[src/drc_pkg.sv]
// Shared constants and types for the strobe-multiplexed DRAM host controller
package drc_pkg;
   localparam int ADDR_W = 16;
   localparam int HALF_W = 8;
   localparam int ROW_LSB = 8;
   localparam int COL_LSB = 0;
   localparam int CNT_W = 8;
   localparam int REF_ROW_W = 7;
   localparam int REF_ROWS = 128;

   // Clock rate and timing figures in nanoseconds
   localparam int CLK_MHZ = 25;
   localparam int ROW_HOLD_NS = 40;
   localparam int CAS_ACCESS_NS = 120;
   localparam int WE_LOW_NS = 80;
   localparam int PRECHARGE_NS = 120;
   localparam int REF_PULSE_NS = 200;
   localparam int REF_WINDOW_NS = 2000000;
   localparam int SYNC_CYC = 4;

   // Least times round up, the refresh spacing (a longest time) rounds down
   localparam logic [CNT_W-1:0] ROW_HOLD_CYC = CNT_W'((ROW_HOLD_NS * CLK_MHZ + 999) / 1000);
   localparam logic [CNT_W-1:0] CAS_CYC = CNT_W'((CAS_ACCESS_NS * CLK_MHZ + 999) / 1000 + SYNC_CYC);
   localparam logic [CNT_W-1:0] WE_CYC = CNT_W'((WE_LOW_NS * CLK_MHZ + 999) / 1000);
   localparam logic [CNT_W-1:0] PRE_CYC = CNT_W'((PRECHARGE_NS * CLK_MHZ + 999) / 1000);
   localparam logic [CNT_W-1:0] REF_CYC = CNT_W'((REF_PULSE_NS * CLK_MHZ + 999) / 1000);
   localparam int REF_INTERVAL_CYC = (REF_WINDOW_NS / REF_ROWS) * CLK_MHZ / 1000;

   typedef enum logic [1:0] {
      DRC_OP_READ = 2'h0,
      DRC_OP_EARLY_WRITE = 2'h1,
      DRC_OP_RMW = 2'h2,
      DRC_OP_DELAYED_WRITE = 2'h3
   } drc_op_t;

   typedef enum logic [3:0] {
      DRC_ST_IDLE = 4'h0,
      DRC_ST_RSET = 4'h1,
      DRC_ST_RAS = 4'h3,
      DRC_ST_COLS = 4'h2,
      DRC_ST_CAS = 4'h6,
      DRC_ST_WEL = 4'h7,
      DRC_ST_PRE = 4'h5,
      DRC_ST_PAGE = 4'h4,
      DRC_ST_REFA = 4'hC,
      DRC_ST_SELF = 4'hD
   } drc_state_t;
endpackage

[src/drc_refresh_if.sv]
// Refresh request handshake between the interval timer and the sequencer
interface drc_refresh_if;
   logic pending;
   logic ack;
   modport timer (output pending, input ack);
   modport ctrl (input pending, output ack);
endinterface

[src/drc_ctrl.sv]
// Host controller sequencing the strobes of a 64K x 1 dynamic RAM
module drc_ctrl #(
   parameter int INTERVAL_CYC = drc_pkg::REF_INTERVAL_CYC
) (
   // Clock and reset
   input wire logic clk,
   input wire logic resetn,
   // Access requests
   input wire logic reqValid,
   input wire drc_pkg::drc_op_t reqOp,
   input wire logic [drc_pkg::ADDR_W-1:0] reqAddr,
   input wire logic reqData,
   input wire logic reqKeepRow,
   output logic reqReady,
   // Read answers
   output logic rspValid,
   output logic rspData,
   // Refresh control and status
   input wire logic refAuto,
   input wire logic sleepReq,
   output logic selfActive,
   // Memory pins
   output logic rasN,
   output logic casN,
   output logic weN,
   output logic refN,
   output logic [drc_pkg::HALF_W-1:0] memAddr,
   output logic memD,
   input wire logic memQ
);
   import drc_pkg::*;

   typedef struct packed {
      drc_state_t state;
      logic [CNT_W-1:0] cnt;
      drc_op_t op;
      logic [ADDR_W-1:0] addr;
      logic data;
      logic keep;
      logic refOnly;
      logic pendOpen;
      logic [REF_ROW_W-1:0] refRow;
      logic [2:0] qSync;
      logic qFilt;
      logic rasN;
      logic casN;
      logic weN;
      logic refN;
      logic [HALF_W-1:0] memAddr;
      logic memD;
      logic reqReady;
      logic rspValid;
      logic rspData;
      logic refAck;
      logic selfActive;
   } drc_ctrl_state_t;

   localparam drc_ctrl_state_t RESET_STATE = '{
      state: DRC_ST_IDLE, cnt: '0, op: DRC_OP_READ, addr: '0, data: 1'h0, keep: 1'h0,
      refOnly: 1'h0, pendOpen: 1'h0, refRow: '0, qSync: 3'h0, qFilt: 1'h0,
      rasN: 1'h1, casN: 1'h1, weN: 1'h1, refN: 1'h1, memAddr: '0, memD: 1'h0,
      reqReady: 1'h0, rspValid: 1'h0, rspData: 1'h0, refAck: 1'h0, selfActive: 1'h0};

   drc_ctrl_state_t r_reg;
   drc_ctrl_state_t r_next;
   drc_refresh_if rf ();

   logic [HALF_W-1:0] reqRow;
   logic [HALF_W-1:0] reqCol;
   logic [HALF_W-1:0] curRow;
   logic [HALF_W-1:0] curCol;
   logic refDue;
   logic mayAccept;

   assign reqRow = reqAddr[ROW_LSB +: HALF_W];
   assign reqCol = reqAddr[COL_LSB +: HALF_W];
   assign curRow = r_reg.addr[ROW_LSB +: HALF_W];
   assign curCol = r_reg.addr[COL_LSB +: HALF_W];
   assign refDue = rf.pending && !r_reg.refAck;
   assign mayAccept = reqValid && r_reg.reqReady;
   assign rf.ack = r_reg.refAck;

   drc_refresh_timer #(
      .INTERVAL_CYC(INTERVAL_CYC)
   ) u_timer (
      .clk(clk),
      .resetn(resetn),
      .rf(rf)
   );

   ////////////////////////////////////////////////////////////////////////////
   // Sequencer

   always_comb begin
      r_next = r_reg;
      r_next.rspValid = 1'h0;
      r_next.refAck = 1'h0;
      // Data pin crosses in through three flops; second and third must agree
      r_next.qSync = {r_reg.qSync[1:0], memQ};
      if (r_reg.qSync[1] == r_reg.qSync[2]) begin
         r_next.qFilt = r_reg.qSync[2];
      end
      case (r_reg.state)
         DRC_ST_IDLE: begin
            // Standby: both row strobe and refresh pin high
            r_next.reqReady = !rf.pending && !sleepReq;
            if (mayAccept) begin
               r_next.op = reqOp;
               r_next.addr = reqAddr;
               r_next.data = reqData;
               r_next.keep = reqKeepRow;
               r_next.refOnly = 1'h0;
               r_next.memAddr = reqRow;
               r_next.reqReady = 1'h0;
               r_next.state = DRC_ST_RSET;
            end else if (refDue) begin
               r_next.refAck = 1'h1;
               r_next.reqReady = 1'h0;
               if (refAuto) begin
                  // Device supplies its own row address; row strobe stays high
                  r_next.refN = 1'h0;
                  r_next.cnt = REF_CYC - 1'b1;
                  r_next.state = DRC_ST_REFA;
               end else begin
                  r_next.refOnly = 1'h1;
                  r_next.memAddr = {1'h0, r_reg.refRow};
                  r_next.state = DRC_ST_RSET;
               end
            end else if (sleepReq) begin
               r_next.refN = 1'h0;
               r_next.reqReady = 1'h0;
               r_next.selfActive = 1'h1;
               r_next.state = DRC_ST_SELF;
            end
         end
         DRC_ST_RSET: begin
            r_next.rasN = 1'h0;
            r_next.cnt = (r_reg.refOnly ? REF_CYC : ROW_HOLD_CYC) - 1'b1;
            r_next.state = DRC_ST_RAS;
         end
         DRC_ST_RAS: begin
            if (r_reg.cnt != '0) begin
               r_next.cnt = r_reg.cnt - 1'b1;
            end else if (r_reg.refOnly) begin
               // Column strobe never falls, so the output stays open
               r_next.rasN = 1'h1;
               r_next.refRow = r_reg.refRow + 1'b1;
               r_next.cnt = PRE_CYC - 1'b1;
               r_next.state = DRC_ST_PRE;
            end else begin
               r_next.memAddr = curCol;
               r_next.memD = r_reg.data;
               r_next.weN = (r_reg.op == DRC_OP_EARLY_WRITE) ? 1'h0 : 1'h1;
               r_next.state = DRC_ST_COLS;
            end
         end
         DRC_ST_COLS: begin
            // Column strobe falls after the row hold, inside the gated window
            r_next.casN = 1'h0;
            r_next.cnt = CAS_CYC - 1'b1;
            r_next.state = DRC_ST_CAS;
         end
         DRC_ST_CAS: begin
            if (r_reg.cnt != '0) begin
               r_next.cnt = r_reg.cnt - 1'b1;
            end else begin
               // Sampled while the column strobe is still low, so the bit is driven
               if (r_reg.op == DRC_OP_READ || r_reg.op == DRC_OP_RMW) begin
                  r_next.rspData = r_reg.qFilt;
                  r_next.rspValid = 1'h1;
               end
               if (r_reg.op == DRC_OP_RMW || r_reg.op == DRC_OP_DELAYED_WRITE) begin
                  r_next.memD = r_reg.data;
                  r_next.weN = 1'h0;
                  r_next.cnt = WE_CYC - 1'b1;
                  r_next.state = DRC_ST_WEL;
               end else begin
                  r_next.casN = 1'h1;
                  r_next.weN = 1'h1;
                  if (r_reg.keep) begin
                     r_next.reqReady = !rf.pending && !sleepReq;
                     r_next.state = DRC_ST_PAGE;
                  end else begin
                     r_next.rasN = 1'h1;
                     r_next.cnt = PRE_CYC - 1'b1;
                     r_next.state = DRC_ST_PRE;
                  end
               end
            end
         end
         DRC_ST_WEL: begin
            if (r_reg.cnt != '0) begin
               r_next.cnt = r_reg.cnt - 1'b1;
            end else begin
               r_next.casN = 1'h1;
               r_next.weN = 1'h1;
               if (r_reg.keep) begin
                  r_next.reqReady = !rf.pending && !sleepReq;
                  r_next.state = DRC_ST_PAGE;
               end else begin
                  r_next.rasN = 1'h1;
                  r_next.cnt = PRE_CYC - 1'b1;
                  r_next.state = DRC_ST_PRE;
               end
            end
         end
         DRC_ST_PAGE: begin
            // Row held open; further accesses to the same row only strobe a new column
            r_next.reqReady = !rf.pending && !sleepReq;
            if (mayAccept && reqRow == curRow) begin
               r_next.op = reqOp;
               r_next.addr = reqAddr;
               r_next.data = reqData;
               r_next.keep = reqKeepRow;
               r_next.memAddr = reqCol;
               r_next.memD = reqData;
               r_next.weN = (reqOp == DRC_OP_EARLY_WRITE) ? 1'h0 : 1'h1;
               r_next.reqReady = 1'h0;
               r_next.state = DRC_ST_COLS;
            end else if (mayAccept || rf.pending || sleepReq) begin
               // Other row, refresh or sleep: close the row first
               if (mayAccept) begin
                  r_next.op = reqOp;
                  r_next.addr = reqAddr;
                  r_next.data = reqData;
                  r_next.keep = reqKeepRow;
                  r_next.pendOpen = 1'h1;
               end
               r_next.reqReady = 1'h0;
               r_next.rasN = 1'h1;
               r_next.cnt = PRE_CYC - 1'b1;
               r_next.state = DRC_ST_PRE;
            end
         end
         DRC_ST_PRE: begin
            if (r_reg.cnt != '0) begin
               r_next.cnt = r_reg.cnt - 1'b1;
            end else if (r_reg.pendOpen) begin
               r_next.pendOpen = 1'h0;
               r_next.refOnly = 1'h0;
               r_next.memAddr = curRow;
               r_next.state = DRC_ST_RSET;
            end else begin
               r_next.reqReady = !rf.pending && !sleepReq;
               r_next.state = DRC_ST_IDLE;
            end
         end
         DRC_ST_REFA: begin
            if (r_reg.cnt != '0) begin
               r_next.cnt = r_reg.cnt - 1'b1;
            end else begin
               r_next.refN = 1'h1;
               r_next.cnt = PRE_CYC - 1'b1;
               r_next.state = DRC_ST_PRE;
            end
         end
         DRC_ST_SELF: begin
            // Timer slots are absorbed by the device's own refresh
            if (rf.pending && !r_reg.refAck) begin
               r_next.refAck = 1'h1;
            end
            if (!sleepReq) begin
               r_next.refN = 1'h1;
               r_next.selfActive = 1'h0;
               r_next.cnt = PRE_CYC - 1'b1;
               r_next.state = DRC_ST_PRE;
            end
         end
         default: begin
            r_next = RESET_STATE;
         end
      endcase
   end

   always_ff @(posedge clk) begin
      if (!resetn) begin
         r_reg <= RESET_STATE;
      end else begin
         r_reg <= r_next;
      end
   end

   ////////////////////////////////////////////////////////////////////////////
   // Outputs

   assign reqReady = r_reg.reqReady;
   assign rspValid = r_reg.rspValid;
   assign rspData = r_reg.rspData;
   assign selfActive = r_reg.selfActive;
   assign rasN = r_reg.rasN;
   assign casN = r_reg.casN;
   assign weN = r_reg.weN;
   assign refN = r_reg.refN;
   assign memAddr = r_reg.memAddr;
   assign memD = r_reg.memD;
endmodule

[src/drc_refresh_timer.sv]
// Refresh interval timer raising a sticky request per row slot
module drc_refresh_timer #(
   parameter int INTERVAL_CYC = drc_pkg::REF_INTERVAL_CYC
) (
   // Clock and reset
   input wire logic clk,
   input wire logic resetn,
   // Request handshake
   drc_refresh_if.timer rf
);
   import drc_pkg::*;

   localparam int TW = $clog2(INTERVAL_CYC + 1);

   typedef struct packed {
      logic [TW-1:0] cnt;
      logic pending;
   } drc_tmr_state_t;

   drc_tmr_state_t r_reg;
   drc_tmr_state_t r_next;

   assign rf.pending = r_reg.pending;

   always_comb begin
      r_next = r_reg;
      if (rf.ack) begin
         r_next.pending = 1'h0;
      end
      // A new slot set in the same cycle as the ack wins
      if (r_reg.cnt == '0) begin
         r_next.cnt = TW'(INTERVAL_CYC - 1);
         r_next.pending = 1'h1;
      end else begin
         r_next.cnt = r_reg.cnt - 1'b1;
      end
   end

   always_ff @(posedge clk) begin
      if (!resetn) begin
         r_reg <= '{cnt: TW'(INTERVAL_CYC - 1), pending: 1'h0};
      end else begin
         r_reg <= r_next;
      end
   end
endmodule

[config.mk]
export PLATFORM = sky130hd
export DESIGN_NAME = drc_ctrl
export DESIGN_NICKNAME = d
export VERILOG_FILES = /design/src/drc_pkg.sv /design/src/drc_refresh_if.sv /design/src/drc_ctrl.sv /design/src/drc_refresh_timer.sv
export SDC_FILE = /design/constraint.sdc
export NUM_CORES = 1
export LEC_CHECK = 0
export ABC_CLOCK_PERIOD_IN_PS = 2300
export BUFFER_PORTS_ARGS = -buffer_cell sky130_fd_sc_hd__buf_2
export CAP_MARGIN = 20
export CORE_UTILIZATION = 40
export DETAILED_ROUTE_END_ITERATION = 7
export RECOVER_POWER = 50
export SYNTH_ARGS = -nofsm -noshare
export SYNTH_HDL_FRONTEND = slang
export SYNTH_SLANG_ARGS = --single-unit
[constraint.sdc]
create_clock -name clk -period 2.3 [get_ports clk]
set_clock_uncertainty 0.05 [all_clocks]
set_input_delay 0 -clock clk [delete_from_list [all_inputs] [get_ports clk]]
set_output_delay 0 -clock clk [all_outputs]
set_load 0.03 [all_outputs]
==> insert_results.sql <==
INSERT INTO impl_metrics (metric_group, metric, value, unit) VALUES
('hold_path', 'timing.hold.worst_path_depth', '4', ''),
('pwr', 'p_sw', '2.81', 'mW'),
('outcome', 'outcome', 'finished with violations', ''),
('finish', 'largest_register_ff_count', '29', ''),
('global_routing', 'largest_net_degree_at_the_start_of_global_routing', '40', ''),
('pwr', 'worst_ir_drop_vdd', '569', 'uV'),
('timing', 'hold_violations', '0', ''),
('finish', 'final_cell_area', '5260', 'sq um'),
('timing', 'period_share', '1.01', ''),
('pwr', 'power.density_cell_area', '1180', 'nW/um^2'),
('floorplanning', 'die_h', '104', 'um'),
('drt', 'routedWlPerCell', '17.0', 'um'),
('logic_synthesis', 'avgSynthCellArea', '7.99', 'sq um'),
('drt', 'vias', '4311', ''),
('setup_path', 'timing.setup.critical_path_class', 'reg2reg', ''),
('flow_run', 'maxCapViolations', '0', ''),
('timing', 'final-max-slew-violation-count', '0', ''),
('setup_path', 'critical_path.reg2reg.startpoint', 'r_reg[51]', ''),
('placed_design', 'routabilityCongestion', '0.901', ''),
('floorplanning', 'fp.dieW', '104', 'um'),
('pwr', 'sequentialPowerShare', '0.262', ''),
('logic_synthesis', 'dominantRegCellSynth', 'dfxtp_1', ''),
('clock_network', 'count_of_h_tree_levels_built_during_cts', '3', ''),
('placed_design', 'total_cell_area_at_the_placement_stage', '4760', 'sq um'),
('setup_path', 'worst-endpoint-arrival', '2.53', 'ns'),
('timing', 'setup-violations-final', '7', ''),
('floorplanning', 'core_region_area', '9910', 'sq um'),
('logic_synthesis', 'ys_seq_elements', '73', ''),
('drt', 'total_routed_wirelength', '12800', 'um'),
('clock_network', 'cts_tree', 'done', ''),
('placed_design', 'place.detailed.instances', '709', ''),
('floorplanning', 'ios', '43', ''),
('drt', 'detail_route.vias_per_cell', '5.73', ''),
('clock_network', 'total_cts_buffers', '9', ''),
('finish', 'layout_common_cells', 'dfxtp_1 (71), nand2_1 (67), a21oi_1 (53), buf_4 (53), nor2_1 (31)', ''),
('pwr', 'power.share.switching', '0.453', ''),
('timing', 'final.setup.worst_slack', '-0.0291', 'ns'),
('hold_path', 'worstHoldEndpoint', 'refN', ''),
('drt', 'detail_route.iter0.violations', '383', ''),
('outcome', 'violations', 'negative setup slack', ''),
('clock_network', 'clk_path_buf_depth', '2', ''),
('finish', 'num-nets-final', '644', ''),
('logic_synthesis', 'number_of_warnings_reported_in_the_yosys_synthesis_log', '0', ''),
('setup_path', 'reg2reg_depth', '9', ''),
('finish', 'most_frequent_standard_cell_in_the_layout_excluding_fill_and_tap_cells', 'dfxtp_1', ''),
('logic_synthesis', 'synth_cells', '518', ''),
('finish', 'non_filler_cells_in_the_finished_layout', '752', ''),
('global_routing', 'grtUsageTotal', '0.237', ''),
('setup_path', 'reg2reg_to', 'memAddr[4]', ''),
('clock_network', 'clock_insertion_delay_worst_skew', '0.36', 'ns'),
('floorplanning', 'die-area', '10800', 'sq um'),
('global_routing', 'antenna_violations_before_repair', '0', ''),
('placed_design', 'detailed_place_hpwl', '9130', 'um'),
('finish', 'share_of_the_core_filled_with_cells', '0.531', ''),
('drt', 'drt_first_pass_iters', '5', ''),
('pwr', 'p_leak', '1.97', 'nW'),
('setup_path', 'cp.required', '2.50', 'ns'),
('floorplanning', 'start_util', '0.418', ''),
('hold_path', 'holdCritStartpoint', 'sleepReq', ''),
('setup_path', 'setup.worst_path.end_class', 'flop', ''),
('logic_synthesis', 'synthesis.area', '4140', 'sq um'),
('pwr', 'clkPwrFrac', '0.157', ''),
('setup_path', 'worst-path-max-fanout', '7', ''),
('setup_path', 'cp-start-kind', 'flop', ''),
('timing', 'rsz0062_at_grt', 'yes', ''),
('global_routing', 'grt_pass1_wl', '20300', 'um'),
('drt', 'ant_nets', '0', ''),
('timing', 'max_freq', '0.429', 'GHz'),
('global_routing', 'globalRoute.totalOverflow', '0', ''),
('clock_network', 'clockRootBuffer', 'clkbuf_8', ''),
('logic_synthesis', 'synthDistinctLibCells', '71', '');
## kinds of logic (layout without fill, tap and decap cells)
kind of cell    after synthesis  in the layout  synth area share
simple gates                195            195             0.239
flops                        73             73             0.353
fa+ha+maj                     4              4            0.0121
mux                          16             16            0.0387
xor+xnor                     20             20            0.0423
compound gates              159            159             0.254
buf+inv                      51            152            0.0601
## critical path, cell delays in order (launching register included)
cell and delay [ns]:
dfxtp_2 0.34, inv_2 0.07, ha_4 0.13, or4b_4 0.49, o31a_1 0.32, a311oi_2 0.22, o211ai_2 0.22, clkbuf_16 0.21
nand3_1 0.09, o31ai_2 0.08
## final cells by class
type	count	area, sq um
inverters	14	52.6
repair buffers	122	896
clock buffers	9	124
fillers	963	4650
well taps	133	166
clock inverters	7	60.1
flip-flops and latches	73	1460
multi-input cells	394	2500
## worst max-delay path by stage
stage | depth (start not counted) | start | to
finish | 9 | r_reg[51] | memAddr[4]
global route | 8 | r_reg[51] | memAddr[6]
CTS | 8 | r_reg[52] | memAddr[6]
detailed placement | 8 | r_reg[52] | memAddr[3]
global placement | 6 | r_reg[59] | r_reg[55]
floorplan | 7 | r_reg[51] | weN
## power by group through the flow
stage	clock network (mW)	registers [mW]	logic [mW]
after floorplan	0	1.67	2.05
after global placement	0	1.64	3.28
after detailed placement	0	1.64	3.28
after CTS	0.995	1.62	3.34
after global routing	1.05	1.65	3.86
final	0.975	1.63	3.60
## Yosys cell counts, types with 3 or more instances
| library cell | instances | area, sq um |
|---|---|---|
| nand2_1 | 68 | 255 |
| xor2_1 | 10 | 87.6 |
| nand2b_1 | 10 | 62.6 |
| buf_4 | 8 | 60.1 |
| or3_1 | 5 | 31.3 |
| a221o_1 | 3 | 30.0 |
| o21a_1 | 3 | 22.5 |
| buf_2 | 4 | 20.0 |
| nor2_1 | 31 | 116 |
| a211oi_1 | 5 | 37.5 |
| xnor2_1 | 10 | 87.6 |
| clkbuf_1 | 18 | 67.6 |
| nor3_1 | 12 | 60.1 |
| nor4_1 | 7 | 43.8 |
| nand3_1 | 22 | 110 |
| a2111oi_0 | 3 | 26.3 |
| inv_1 | 13 | 48.8 |
| and2_1 | 5 | 31.3 |
| a211o_1 | 3 | 26.3 |
| buf_6 | 3 | 33.8 |
| buf_1 | 4 | 15.0 |
| a22oi_1 | 4 | 30.0 |
| nor2b_1 | 9 | 56.3 |
| o31a_1 | 5 | 43.8 |
| dfxtp_1 | 73 | 1460 |
| a21oi_1 | 53 | 265 |
| o22ai_1 | 15 | 93.8 |
| o21ai_0 | 24 | 120 |
| a21o_1 | 4 | 30.0 |
| nand4_1 | 7 | 43.8 |
| ha_1 | 4 | 50.1 |
| o31ai_1 | 9 | 67.6 |
| mux2i_1 | 16 | 160 |
## metrics by stage
| step | hold slack [ns] | TNS [ns] | power, mW | setup slack (ns) |
|---|---|---|---|---|
| after floorplan | 0.0717 | 0 | 3.72 | 0.0444 |
| after global placement | 0.152 | 0 | 4.92 | 0.0485 |
| after detailed placement | 0.154 | -0.0106 | 4.93 | -0.00907 |
| after CTS | 0.0723 | -0.0138 | 5.95 | -0.00694 |
| after global routing | 0.127 | -0.809 | 6.56 | -0.108 |
| final | 0.0843 | -0.116 | 6.20 | -0.0291 |
## per-layer routing
| metal | GRT usage | vias to the layer above | wire (um) |
|---|---|---|---|
| met1 | 0.297 | 2043 | 5710 |
| met4 | 0.116 | 0 | 346 |
| met5 | 0 | - | 0 |
| li1 | - | 2086 | - |
| met2 | 0.393 | 154 | 6040 |
| met3 | 0.0403 | 28 | 681 |
## what timing repair did
action                     4_1_cts  5_1_grt
setup endpoints to repair        4       24
pin swaps                        0        3
hold endpoints to repair        23        0
gates cloned                     0        1
buffers inserted                 0        4
hold buffers                    22        0
resized for setup                2       17
No activity file was read; power rests on OpenSTA's default activity.
